File: config.mk
export PLATFORM = sky130hd
export DESIGN_NAME = wdt_core
export DESIGN_NICKNAME = d
export VERILOG_FILES = /design/src/pkg/wdt_pkg.sv /design/src/core/wdt_core.sv
export SDC_FILE = /design/constraint.sdc
export NUM_CORES = 1
export LEC_CHECK = 0
export BUFFER_PORTS_ARGS = -buffer_cell sky130_fd_sc_hd__buf_2
export CAP_MARGIN = 40
export CORE_MARGIN = 2
export CORE_UTILIZATION = 45
export DETAILED_ROUTE_END_ITERATION = 7
export GPL_TIMING_DRIVEN = 0
export HOLD_SLACK_MARGIN = 0.12
export PLACE_DENSITY = 0.67
export SLEW_MARGIN = 20
export SYNTH_ARGS = -nofsm -noshare
export SYNTH_HDL_FRONTEND = slang
export SYNTH_SLANG_ARGS = --single-unit
File: constraint.sdc
create_clock -name core_clk -period 4 [get_ports core_clk]
set_clock_uncertainty 0.1 [all_clocks]
set_input_delay 0.2 -clock core_clk [delete_from_list [all_inputs] [get_ports core_clk]]
set_output_delay 0.2 -clock core_clk [all_outputs]
set_load 0.01 [all_outputs]
File: src/pkg/wdt_pkg.sv
// Shared constants for the watchdog with shared scaler
package wdt_pkg;

  // Register bus geometry
  localparam int ADDR_W = 14;
  localparam int DATA_W = 8;
  localparam int CFG_W  = 14;

  // Register offsets
  localparam logic [ADDR_W-1:0] OFS_OPTION = 14'h0081;
  localparam logic [ADDR_W-1:0] OFS_CONFIG = 14'h2007;
  localparam logic [ADDR_W-1:0] OFS_STATUS = 14'h0090;
  localparam logic [ADDR_W-1:0] OFS_MASK   = 14'h0091;

  // Option register fields and reset value
  localparam logic [DATA_W-1:0] OPTION_RST = 8'hFF;
  localparam int BIT_ASSIGN  = 3;
  localparam int RATIO_LSB   = 0;
  localparam int RATIO_W     = 3;

  // Configuration word field
  localparam int CFG_ENABLE_BIT = 2;

  // Event status layout
  localparam int EV_W     = 3;
  localparam int EV_RESET = 0;
  localparam int EV_WAKE  = 1;
  localparam int EV_BASE  = 2;

  // Scaler helpers
  localparam int SCALE_W = 8;
  localparam logic [SCALE_W-1:0] SCALE_ONE = 8'h01;
  localparam logic [SCALE_W-1:0] SCALE_TWO = 8'h02;
  localparam logic [SCALE_W-1:0] SCALE_ZERO = 8'h00;

  // Read value of unmapped or idle read data
  localparam logic [DATA_W-1:0] RD_IDLE = 8'h00;

  // Power state of the core
  typedef enum logic [0:0] {
    WDT_RUN,
    WDT_SLEEP
  } wdt_pwr_e;

endpackage

File: src/core/wdt_core.sv
// Watchdog timer with shared Timer0/watchdog scaler and register port
//
// Local design decision: the plain strobed port.

// Summary of operation
// - Base count advances only on ticks of the dedicated free-running RC oscillator.
// - Expiry during normal execution requests a full device watchdog reset.
// - Expiry during sleep wakes the core, which continues instead of resetting.
// - Every expiry clears the time-out status flag.
// - Enable fuse at zero keeps the watchdog permanently stopped.
// - One scaler serves Timer0 or the watchdog, chosen by option register.
// - Clear or sleep instruction zeroes base count, and scaler when assigned.
// - Clear instruction zeroes scaler count only while assigned to the watchdog, and keeps the assignment bit.
module wdt_core #(
  parameter int BASE_TICKS = 1024
) (
  // Clock and reset
  input  wire logic                         core_clk,
  input  wire logic                         rst,
  // Register port
  input  wire logic [wdt_pkg::ADDR_W-1:0]   reg_addr,
  input  wire logic [wdt_pkg::DATA_W-1:0]   reg_wdata,
  input  wire logic                         reg_wr,
  input  wire logic                         reg_rd,
  output logic      [wdt_pkg::DATA_W-1:0]   reg_rdata,
  // Fuses and oscillator
  input  wire logic [wdt_pkg::CFG_W-1:0]    config_word,
  input  wire logic                         rc_osc_tick,
  // Instruction events from the core
  input  wire logic                         watchdog_clear_instruction,
  input  wire logic                         sleep_instruction,
  // Timer0 side of the shared scaler
  input  wire logic                         tmr0_src_edge,
  output logic                              tmr0_count_tick,
  // Device control
  output logic                              watchdog_reset_req,
  output logic                              wake_req,
  output logic                              core_sleeping,
  output logic                              timeout_status_flag,
  // Interrupt
  output logic                              irq
);

  // Base counter width; one spare code so any period fits
  localparam int BASE_W = $clog2(BASE_TICKS + 1);
  localparam logic [BASE_W-1:0] BASE_LAST = BASE_W'(BASE_TICKS - 1);
  localparam logic [BASE_W-1:0] BASE_ZERO = '0;

  // State
  logic [wdt_pkg::CFG_W-1:0]   cfg_r;
  logic                        cfg_loaded_r;
  logic [wdt_pkg::DATA_W-1:0]  option_r;
  logic [BASE_W-1:0]           base_r;
  logic [wdt_pkg::SCALE_W-1:0] scale_r;
  logic [wdt_pkg::EV_W-1:0]    status_r;
  logic [wdt_pkg::EV_W-1:0]    mask_r;
  logic [wdt_pkg::DATA_W-1:0]  rdata_r;
  logic                        to_flag_r;
  logic                        reset_req_r;
  logic                        wake_r;
  logic                        tmr0_tick_r;
  wdt_pkg::wdt_pwr_e           pwr_r;

  // Next values
  logic [wdt_pkg::DATA_W-1:0]  option_nxt;
  logic [BASE_W-1:0]           base_nxt;
  logic [wdt_pkg::SCALE_W-1:0] scale_nxt;
  logic [wdt_pkg::DATA_W-1:0]  rdata_nxt;
  logic                        to_flag_nxt;
  wdt_pkg::wdt_pwr_e           pwr_nxt;

  // Decoded controls
  logic                        wdt_enabled;
  logic                        wdt_assigned;
  logic [wdt_pkg::RATIO_W-1:0] ratio_sel;
  logic [wdt_pkg::SCALE_W-1:0] scale_lim;
  logic                        restart;
  logic                        base_exp;
  logic                        scale_step;
  logic                        scale_hit;
  logic                        expiry;
  logic                        wr_option;
  logic                        wr_status;
  logic                        wr_mask;
  logic [wdt_pkg::EV_W-1:0]    ev_set;

  // Fuse and option decode
  // An empty fuse word before the first capture keeps the counter still
  assign wdt_enabled  = cfg_loaded_r & cfg_r[wdt_pkg::CFG_ENABLE_BIT];
  assign wdt_assigned = option_r[wdt_pkg::BIT_ASSIGN];
  assign ratio_sel    = option_r[wdt_pkg::RATIO_LSB +: wdt_pkg::RATIO_W];

  // Instructions restart the count so no time-out is pending
  assign restart = watchdog_clear_instruction | sleep_instruction;

  // Base period ends on the last oscillator tick
  // A restart in the same cycle cancels the expiry, so no late time-out
  assign base_exp = wdt_enabled & rc_osc_tick & (base_r == BASE_LAST) & ~restart;

  // Scaler limit: 2^n - 1 for watchdog, 2^(n+1) - 1 for Timer0
  // Timer0 side needs one step more, so its smallest ratio is 1:2
  always_comb begin
    if (wdt_assigned) begin
      scale_lim = (wdt_pkg::SCALE_ONE << ratio_sel) - wdt_pkg::SCALE_ONE;
    end else begin
      scale_lim = (wdt_pkg::SCALE_TWO << ratio_sel) - wdt_pkg::SCALE_ONE;
    end
  end

  // Scaler input follows its current owner
  // A change of owner keeps the count; software clears it first
  assign scale_step = wdt_assigned ? base_exp : tmr0_src_edge;
  assign scale_hit  = scale_step & (scale_r == scale_lim);

  // Watchdog time-out after the postscaler
  // Owner bit decides whether the postscaler sits in the time-out path
  assign expiry = wdt_assigned ? scale_hit : base_exp;

  // Register strobes
  // Unmapped addresses decode to nothing, so writes there are dropped
  assign wr_option = reg_wr & (reg_addr == wdt_pkg::OFS_OPTION);
  assign wr_status = reg_wr & (reg_addr == wdt_pkg::OFS_STATUS);
  assign wr_mask   = reg_wr & (reg_addr == wdt_pkg::OFS_MASK);

  // Events that latch into the status register
  // Base expiries are logged too, so software can watch postscaler progress
  always_comb begin
    ev_set = '0;
    ev_set[wdt_pkg::EV_RESET] = expiry & (pwr_r == wdt_pkg::WDT_RUN);
    ev_set[wdt_pkg::EV_WAKE]  = expiry & (pwr_r == wdt_pkg::WDT_SLEEP);
    ev_set[wdt_pkg::EV_BASE]  = base_exp;
  end

  // Fuse word caught once after reset release
  // Limitation: a fuse change takes effect only after the next reset
  always_ff @(posedge core_clk or posedge rst) begin
    if (rst) begin
      cfg_r        <= '0;
      cfg_loaded_r <= 1'b0;
    end else if (!cfg_loaded_r) begin
      cfg_r        <= config_word;
      cfg_loaded_r <= 1'b1;
    end
  end

  // Base counter next value; a restart or a blank fuse holds it at zero
  always_comb begin
    base_nxt = base_r;
    if (!wdt_enabled || restart) begin
      base_nxt = BASE_ZERO;
    end else if (rc_osc_tick) begin
      if (base_r == BASE_LAST) begin
        base_nxt = BASE_ZERO;
      end else begin
        base_nxt = base_r + BASE_W'(1);
      end
    end
  end

  // Base counter; clocked by core_clk and moved only on sampled oscillator ticks, so it stops when the core clock stops
  always_ff @(posedge core_clk or posedge rst) begin
    if (rst) begin
      base_r <= BASE_ZERO;
    end else begin
      base_r <= base_nxt;
    end
  end

  // Shared scaler next value
  // Clear only touches the count, never the owner bit
  always_comb begin
    scale_nxt = scale_r;
    if (restart && wdt_assigned) begin
      scale_nxt = wdt_pkg::SCALE_ZERO;
    end else if (expiry && (pwr_r == wdt_pkg::WDT_RUN)) begin
      scale_nxt = wdt_pkg::SCALE_ZERO;
    end else if (scale_hit) begin
      scale_nxt = wdt_pkg::SCALE_ZERO;
    end else if (scale_step) begin
      scale_nxt = scale_r + wdt_pkg::SCALE_ONE;
    end
  end

  // Shared scaler register
  always_ff @(posedge core_clk or posedge rst) begin
    if (rst) begin
      scale_r <= wdt_pkg::SCALE_ZERO;
    end else begin
      scale_r <= scale_nxt;
    end
  end

  // Timer0 gets one tick per full prescale cycle
  // Registered so the tick never glitches with the scaler compare
  always_ff @(posedge core_clk or posedge rst) begin
    if (rst) begin
      tmr0_tick_r <= 1'b0;
    end else begin
      tmr0_tick_r <= scale_hit & ~wdt_assigned;
    end
  end

  // Option next value; a watchdog reset restores it, as any device reset would
  always_comb begin
    option_nxt = option_r;
    if (ev_set[wdt_pkg::EV_RESET]) begin
      option_nxt = wdt_pkg::OPTION_RST;
    end else if (wr_option) begin
      option_nxt = reg_wdata;
    end
  end

  // Option register
  always_ff @(posedge core_clk or posedge rst) begin
    if (rst) begin
      option_r <= wdt_pkg::OPTION_RST;
    end else begin
      option_r <= option_nxt;
    end
  end

  // Power state next value; sleep and wake
  always_comb begin
    pwr_nxt = pwr_r;
    case (pwr_r)
      wdt_pkg::WDT_RUN: begin
        if (sleep_instruction && !expiry) begin
          pwr_nxt = wdt_pkg::WDT_SLEEP;
        end
      end
      wdt_pkg::WDT_SLEEP: begin
        if (expiry) begin
          pwr_nxt = wdt_pkg::WDT_RUN;
        end
      end
      default: begin
        pwr_nxt = wdt_pkg::WDT_RUN;
      end
    endcase
  end

  // Power state register
  always_ff @(posedge core_clk or posedge rst) begin
    if (rst) begin
      pwr_r <= wdt_pkg::WDT_RUN;
    end else begin
      pwr_r <= pwr_nxt;
    end
  end

  // Reset request, one cycle per expiry while running
  always_ff @(posedge core_clk or posedge rst) begin
    if (rst) begin
      reset_req_r <= 1'b0;
    end else begin
      reset_req_r <= ev_set[wdt_pkg::EV_RESET];
    end
  end

  // Wake request, one cycle per expiry while asleep
  always_ff @(posedge core_clk or posedge rst) begin
    if (rst) begin
      wake_r <= 1'b0;
    end else begin
      wake_r <= ev_set[wdt_pkg::EV_WAKE];
    end
  end

  // Time-out flag next value: restart sets it, expiry clears it
  // Restart blocks expiry in the same cycle, so set wins
  always_comb begin
    to_flag_nxt = to_flag_r;
    if (restart) begin
      to_flag_nxt = 1'b1;
    end else if (expiry) begin
      to_flag_nxt = 1'b0;
    end
  end

  // Time-out flag register; power-on sets it
  always_ff @(posedge core_clk or posedge rst) begin
    if (rst) begin
      to_flag_r <= 1'b1;
    end else begin
      to_flag_r <= to_flag_nxt;
    end
  end

  // Sticky events, one flop per bit; write one to clear
  // A new event wins, so an expiry landing on the clear write is never lost
  for (genvar ev = 0; ev < wdt_pkg::EV_W; ev++) begin : g_status
    always_ff @(posedge core_clk or posedge rst) begin
      if (rst) begin
        status_r[ev] <= 1'b0;
      end else if (ev_set[ev]) begin
        status_r[ev] <= 1'b1;
      end else if (wr_status && reg_wdata[ev]) begin
        status_r[ev] <= 1'b0;
      end
    end
  end

  // Interrupt mask
  // Mask gates only the interrupt, never the status bits
  always_ff @(posedge core_clk or posedge rst) begin
    if (rst) begin
      mask_r <= '0;
    end else if (wr_mask) begin
      mask_r <= reg_wdata[wdt_pkg::EV_W-1:0];
    end
  end

  // Read mux; outside the answer cycle the port shows the idle value
  always_comb begin
    rdata_nxt = wdt_pkg::RD_IDLE;
    if (reg_rd) begin
      case (reg_addr)
        wdt_pkg::OFS_OPTION: rdata_nxt = option_r;
        wdt_pkg::OFS_CONFIG: rdata_nxt = cfg_r[wdt_pkg::DATA_W-1:0];
        wdt_pkg::OFS_STATUS: rdata_nxt = {{(wdt_pkg::DATA_W-wdt_pkg::EV_W){1'b0}}, status_r};
        wdt_pkg::OFS_MASK:   rdata_nxt = {{(wdt_pkg::DATA_W-wdt_pkg::EV_W){1'b0}}, mask_r};
        default:             rdata_nxt = wdt_pkg::RD_IDLE;
      endcase
    end
  end

  // Read data valid only in the cycle after the strobe
  always_ff @(posedge core_clk or posedge rst) begin
    if (rst) begin
      rdata_r <= wdt_pkg::RD_IDLE;
    end else begin
      rdata_r <= rdata_nxt;
    end
  end

  // Outputs
  // Sleep indication is decoded straight from the state flop
  assign reg_rdata           = rdata_r;
  assign tmr0_count_tick     = tmr0_tick_r;
  assign watchdog_reset_req  = reset_req_r;
  assign wake_req            = wake_r;
  assign core_sleeping       = (pwr_r == wdt_pkg::WDT_SLEEP);
  assign timeout_status_flag = to_flag_r;
  assign irq                 = |(status_r & mask_r); // Level while any unmasked event stands

endmodule

# == Word level (Yosys, flattened, before mapping) ==
# Index checks and enable logic that the tools add are counted.
# totals
latch_bits,0
elab_cells,85
ramBits,0
rom_bits,0
memories,0
output_inout_bits,14
register_bits,55
# op_classes
n_shift,2
addsub,4
n_mux,25
n_div,0
order_cmp,0
n_reduce_logical,17
eq_ne,6
multipliers,0
bitwise_logic,16
# ops
op,count
$mux 8,8
$eq 14x8->1 const B,3
$mux 11,3
$pmux 8 s4,1
$sub 8x1->8 const B,2
$eq 14x14->1 const B,1
$mux 1,12
$reduce_bool 2->1,6
$add 11x1->11 const B,1
$and 1x1->1,11
$eq 11x10->1 const B,1
$add 8x1->8 const B,1
$eq 8x8->1,1
$shl 1x3->8 const A,1
$shl 2x3->8 const A,1
$logic_and 1x1->1,6
$reduce_bool 4->1,1
$and 3x3->3,1
$not 1->1,3
$reduce_or 3->1,1
$logic_not 1->1,2
$pmux 1 s2,1
$logic_or 1x1->1,1
$or 1x1->1,1

# == Depth between registers and ports, before layout ==
# logic_depth
word_depth,11
mapped_depth,13
mapped_depth_nobuf,11

# == Worst setup path before layout ==
# OpenSTA, ideal clock, no wires.
# synth_timing
path_kind,reg2reg
startpoint,reg option_r[3] (netlist bit)
endpoint,reg scale_r[1] (netlist bit)
setup_slack_ns,0.837
arrival_ns,2.942
t_required_ns,3.778
stages_incl_launch_ff,12
path_cell_list,dfstp_2 -> ha_1 -> clkbuf_1 -> nor3b_1 -> inv_1 -> ha_1 -> xor2_1 -> or3_1 -> nand4_1 -> or4_1 -> or2_1 -> a32o_1
# synth_via
elab_chain_len,7
elab_cells_between_ends,11
cone_classes,eq/ne: 1; mux: 6; bitwise: 1; reduce/logical: 3
# synth_lines
element,line_no,source
"start, declared",wdt_core.sv:52,logic [wdt_pkg::DATA_W-1:0] option_r;
"start signal, assigned",wdt_core.sv:216,option_r <= wdt_pkg::OPTION_RST;
"start signal, assigned",wdt_core.sv:218,option_r <= option_nxt;
$mux 8,wdt_core.sv:103,if (wdt_assigned) begin
$eq 8x8->1,wdt_core.sv:113,assign scale_hit = scale_step & (scale_r == scale_lim);
$and 1x1->1,wdt_core.sv:113,
$mux 1,wdt_core.sv:117,assign expiry = wdt_assigned ? scale_hit : base_exp;
$logic_and 1x1->1,wdt_core.sv:175,end else if (expiry && (pwr_r == wdt_pkg::WDT_RUN)) begin
$mux 8,wdt_core.sv:175,
$mux 8,wdt_core.sv:173,if (restart && wdt_assigned) begin
"end signal, assigned",wdt_core.sv:187,scale_r <= wdt_pkg::SCALE_ZERO;
"end signal, assigned",wdt_core.sv:189,scale_r <= scale_nxt;
"end, declared",wdt_core.sv:54,logic [wdt_pkg::SCALE_W-1:0] scale_r;
# Parallel ways exist; a longest one is shown, timed or not.
# A chain may end at the register's enable or synchronous reset.

# == Worst setup path in the final report ==
# layout_timing
startpoint,reg option_r[3] (netlist bit)
endpoint,reg reset_req_r (netlist: watchdog_reset_req)
# layout_via
elab_chain_len,5
elab_cells_between_ends,6
cone_classes,eq/ne: 1; mux: 3; bitwise: 2
# layout_lines
element,line_no,source
$mux 8,wdt_core.sv:103,
$eq 8x8->1,wdt_core.sv:113,
$and 1x1->1,wdt_core.sv:113,
$mux 1 (*),wdt_core.sv:117,
$and 1x1->1 (*),wdt_core.sv:129,ev_set[wdt_pkg::EV_RESET] = expiry & (pwr_r == wdt_pkg::WDT_RUN);
via ev_set (one bit),wdt_core.sv:85,logic [wdt_pkg::EV_W-1:0] ev_set;
"end signal, assigned",wdt_core.sv:256,reset_req_r <= ev_set[wdt_pkg::EV_RESET];
"end, declared",wdt_core.sv:59,logic reset_req_r;
# The timed path passes the listed nets; every way through them passes the cells marked *.

==> run_results.csv <==
group,metric,value,unit
outcome,status,"completed",
synthesis,avgSynthCellArea,10.31,um^2
grt,grt_pass1_wl,10.88,mm
floorplan,fp.dieH,85.67,um
grt,grt_max_degree,56,
setup_path,cp-end-kind,"flop",
synthesis,syn_area,3002,um^2
synthesis,yosys.area.top_type,"dfrtp_1",
grt,grt_pass1_vias,2448,
clocking,cts_buffers,5,
synthesis,ys_ff_latch,55,
synthesis,synth-seq-area-share,46.23,%
detailed_routing,wirelength,6.433,mm
sta,maxSlewViolCount,0,
synthesis,synth_edf_count,0,
clocking,htree_levels,2,
synthesis,ys_async_sr_fraction,100.0,%
floorplan,placement_rows,29,
clocking,clkLatencyLatePin,0.31,ns
synthesis,syn_inst,291,
place,dp.final_hpwl,4.561,mm
layout,n_antenna_cell,0,
grt,grt-ovfl-total,0,
setup_path,start_kind,"flop",
detailed_routing,wl_met1,2.894,mm
clocking,path_clk_slew,0.10,ns
synthesis,synth_nets,340,
place,io_buffers,49,
power_and_ir_drop,power.density,313.2,nW/um^2
detailed_routing,top_layer,"met4",
place,gp_congestion,0.8099,
detailed_routing,drtAntennaViolNets,0,
place,post-place-cells,417,
floorplan,die_area,7339,um^2
worst_hold_path,hold_path.class,"in2reg",
setup_path,critPathKind,"reg2reg",
detailed_routing,first_pass_iters,4,
floorplan,die_w,85.67,um
detailed_routing,drt_iter0_markers,150,
floorplan,start_util,47.00,%
sta,min_period,3.526,ns
sta,tightest_slew,0.8292,ns
sta,clock.fmax,283.6,MHz
sta,max_slew_margin,44.26,%
detailed_routing,drc,0,
sta,setup-violations-final,0,
floorplan,core_area,6386,um^2
setup_path,cp.arrival,3.66,ns
detailed_routing,via_per_inst,5.529,
setup_path,worstPathRequired,4.14,ns
clocking,cts_buffer_depth,2,
clocking,cts_hold_buffers,20,
sta,tns,0,ns
setup_path,cp_max_fo,9,
detailed_routing,via_count,2466,
layout,fin_nets,417,
synthesis,synth_top_area_share,38.35,%
clocking,cts.sinks,55,
synthesis,yosys.cell_types.count,62,
flow_run,max-cap-violations,0,
synthesis,synthTopCellsByArea,"dfrtp_1 (38%), dfstp_2 (7.9%), mux2_2 (4.9%)",
sta,finalHoldViolations,0,
clocking,cts-root-buf,"clkbuf_8",
clocking,cts_resized,0,
synthesis,synth_warnings,0,
clocking,post_cts_buffers,0,
detailed_routing,wire_per_inst,14.42,um
layout,final_layout_size_suffix_gt1_share,28.46,%
power_and_ir_drop,ir_worst_vdd,0.2267,mV
grt,antenna_found_initial,0,
layout,syn_to_final_growth,22.51,%
synthesis,synthFlopType,"dfrtp_1",
floorplan,pin_count,58,
sta,period_share,88.15,%
sta,rsz0062_at_grt,"no",
detailed_routing,wl_met2,3.155,mm
grt,track_usage,18.57,%
power_and_ir_drop,leakagePower,1.696,nW
layout,final_cells,446,
detailed_routing,wl_met3,267,um
clocking,cts_tree,"built",
==> worst paths after layout <==
check / from / end / slack [ns] / depth (start not counted)
setup / recovery: option_r[3]$_DFFE_PP1P_ / watchdog_reset_req$_DFF_PP0_ / 0.47 / 11
hold / removal: watchdog_clear_instruction / timeout_status_flag$_DFFE_PP1P_ / 0.14 / 3
setup reg to reg: option_r[3]$_DFFE_PP1P_ / watchdog_reset_req$_DFF_PP0_ / 0.47 / 11
hold reg to reg: option_r[7]$_DFFE_PP1P_ / option_r[7]$_DFFE_PP1P_ / 0.40 / 2
max in group asynchronous: rst / scale_r[7]$_DFFE_PP0P_ / 2.93 / 3
min in group asynchronous: rst / base_r[3]$_DFFE_PP0P_ / 0.44 / 3
==> cell families after synthesis <==
logic type               after synthesis  share of synthesized area [%]
AO/OA/AOI/OAI                         53                          13.84
XOR/XNOR                              21                          7.045
adder cells (fa/ha/maj)                5                          2.084
buffers and inverters                 26                          4.168
flip-flops                            55                          46.23
multiplexers                          14                          5.211
other                                  1                         0.1249
AND/OR/NAND/NOR                      116                          21.30
==> cell usage in the layout (no fill, tap or decap), types with 4 or more instances in the layout <==
cell           synthesis  layout
clkbuf_8               0       5
nand2_1               26      26
nor3_1                 9       9
or3_1                  6       6
nand3_2                4       4
nand2b_1               5       5
xnor2_1                9       9
dfstp_2                9       9
and3_1                 4       4
buf_2                  1      50
o21ai_0               13      13
nand4_1                4       4
nand3_1               12      12
xor2_1                10      10
o31ai_1                4       4
nor2_1                23      23
mux2_2                13      13
a22oi_1                6       6
dfrtp_1               46      46
a222oi_1               4       4
ha_1                   5       5
nor2b_1                6       6
dlygate4sd3_1          0      20
inv_1                 14      13
clkbuf_1               7       7
==> where the power goes <==
group,switching [mW],internal (mW)
logic,0.0805,0.0850
clock network,0.184,0.187
registers,0.0311,0.585
total,0.296,0.856
==> cell usage after synthesis, drive strengths merged, types with 6 or more instances <==
cell    number
nand3       16
nor3         9
or3          6
nand2       26
nor2b        6
nor2        23
inv         14
dfrtp       46
xor2        10
xnor2        9
dfstp        9
a22oi        6
o21ai       14
mux2        13
clkbuf       7
==> registers in the layout, summed over array words and instances, names as in the netlist <==
register and flops:
cfg_r 8, scale_r 8, timeout_status_flag 1, status_r 3, core_sleeping 1, wake_req 1, cfg_loaded_r 1, base_r 11
watchdog_reset_req 1, mask_r 3, option_r 8, tmr0_count_tick 1, reg_rdata 8
==> routing by layer <==
layer  vias to the layer above  track usage (%)
met4                         0            6.638
met1                      1204            23.71
met2                        51            31.39
met5                         -                0
met3                        11            3.754
li1                       1200                -
==> cell type report <==
| class | instances | area, um^2 |
|---|---|---|
| multi-input cells | 210 | 1495 |
| fillers | 552 | 2709 |
| inverters | 14 | 55.05 |
| well taps | 77 | 96.34 |
| flip-flops and latches | 55 | 1388 |
| clock inverters | 3 | 43.79 |
| plain buffers | 12 | 72.57 |
| repair buffers | 70 | 457.9 |
| clock buffers | 5 | 68.82 |
==> worst max-delay path, cell delays in order, from the launching register on <==
cell	delay (ns)
dfstp_2	0.62
ha_1	0.17
clkbuf_1	0.26
nor3b_1	0.34
inv_1	0.08
ha_1	0.25
xor2_1	0.19
or3_1	0.13
nand4_1	0.10
or4_1	0.61
o21ai_0	0.36
and3_1	0.25
==> stage by stage <==
step | worst slack [ns] | total power [mW] | instance area (um^2) | util (%) | hold slack [ns]
2_1_floorplan | 0.8369 | 0.7234 | 3002 | - | 0.2301
3_3_place_gp | 0.5596 | 0.7717 | 3343 | 52.35 | 0.3325
3_5_place_dp | 0.5277 | 0.7764 | 3352 | 52.49 | 0.2566
4_1_cts | 0.4965 | 1.164 | 3665 | 57.39 | 0.1203
5_1_grt | 0.2091 | 1.211 | 3677 | 57.58 | 0.1415
6_report | 0.4742 | 1.152 | 3677 | 57.58 | 0.1371
(Power assumes the default switching activity.)
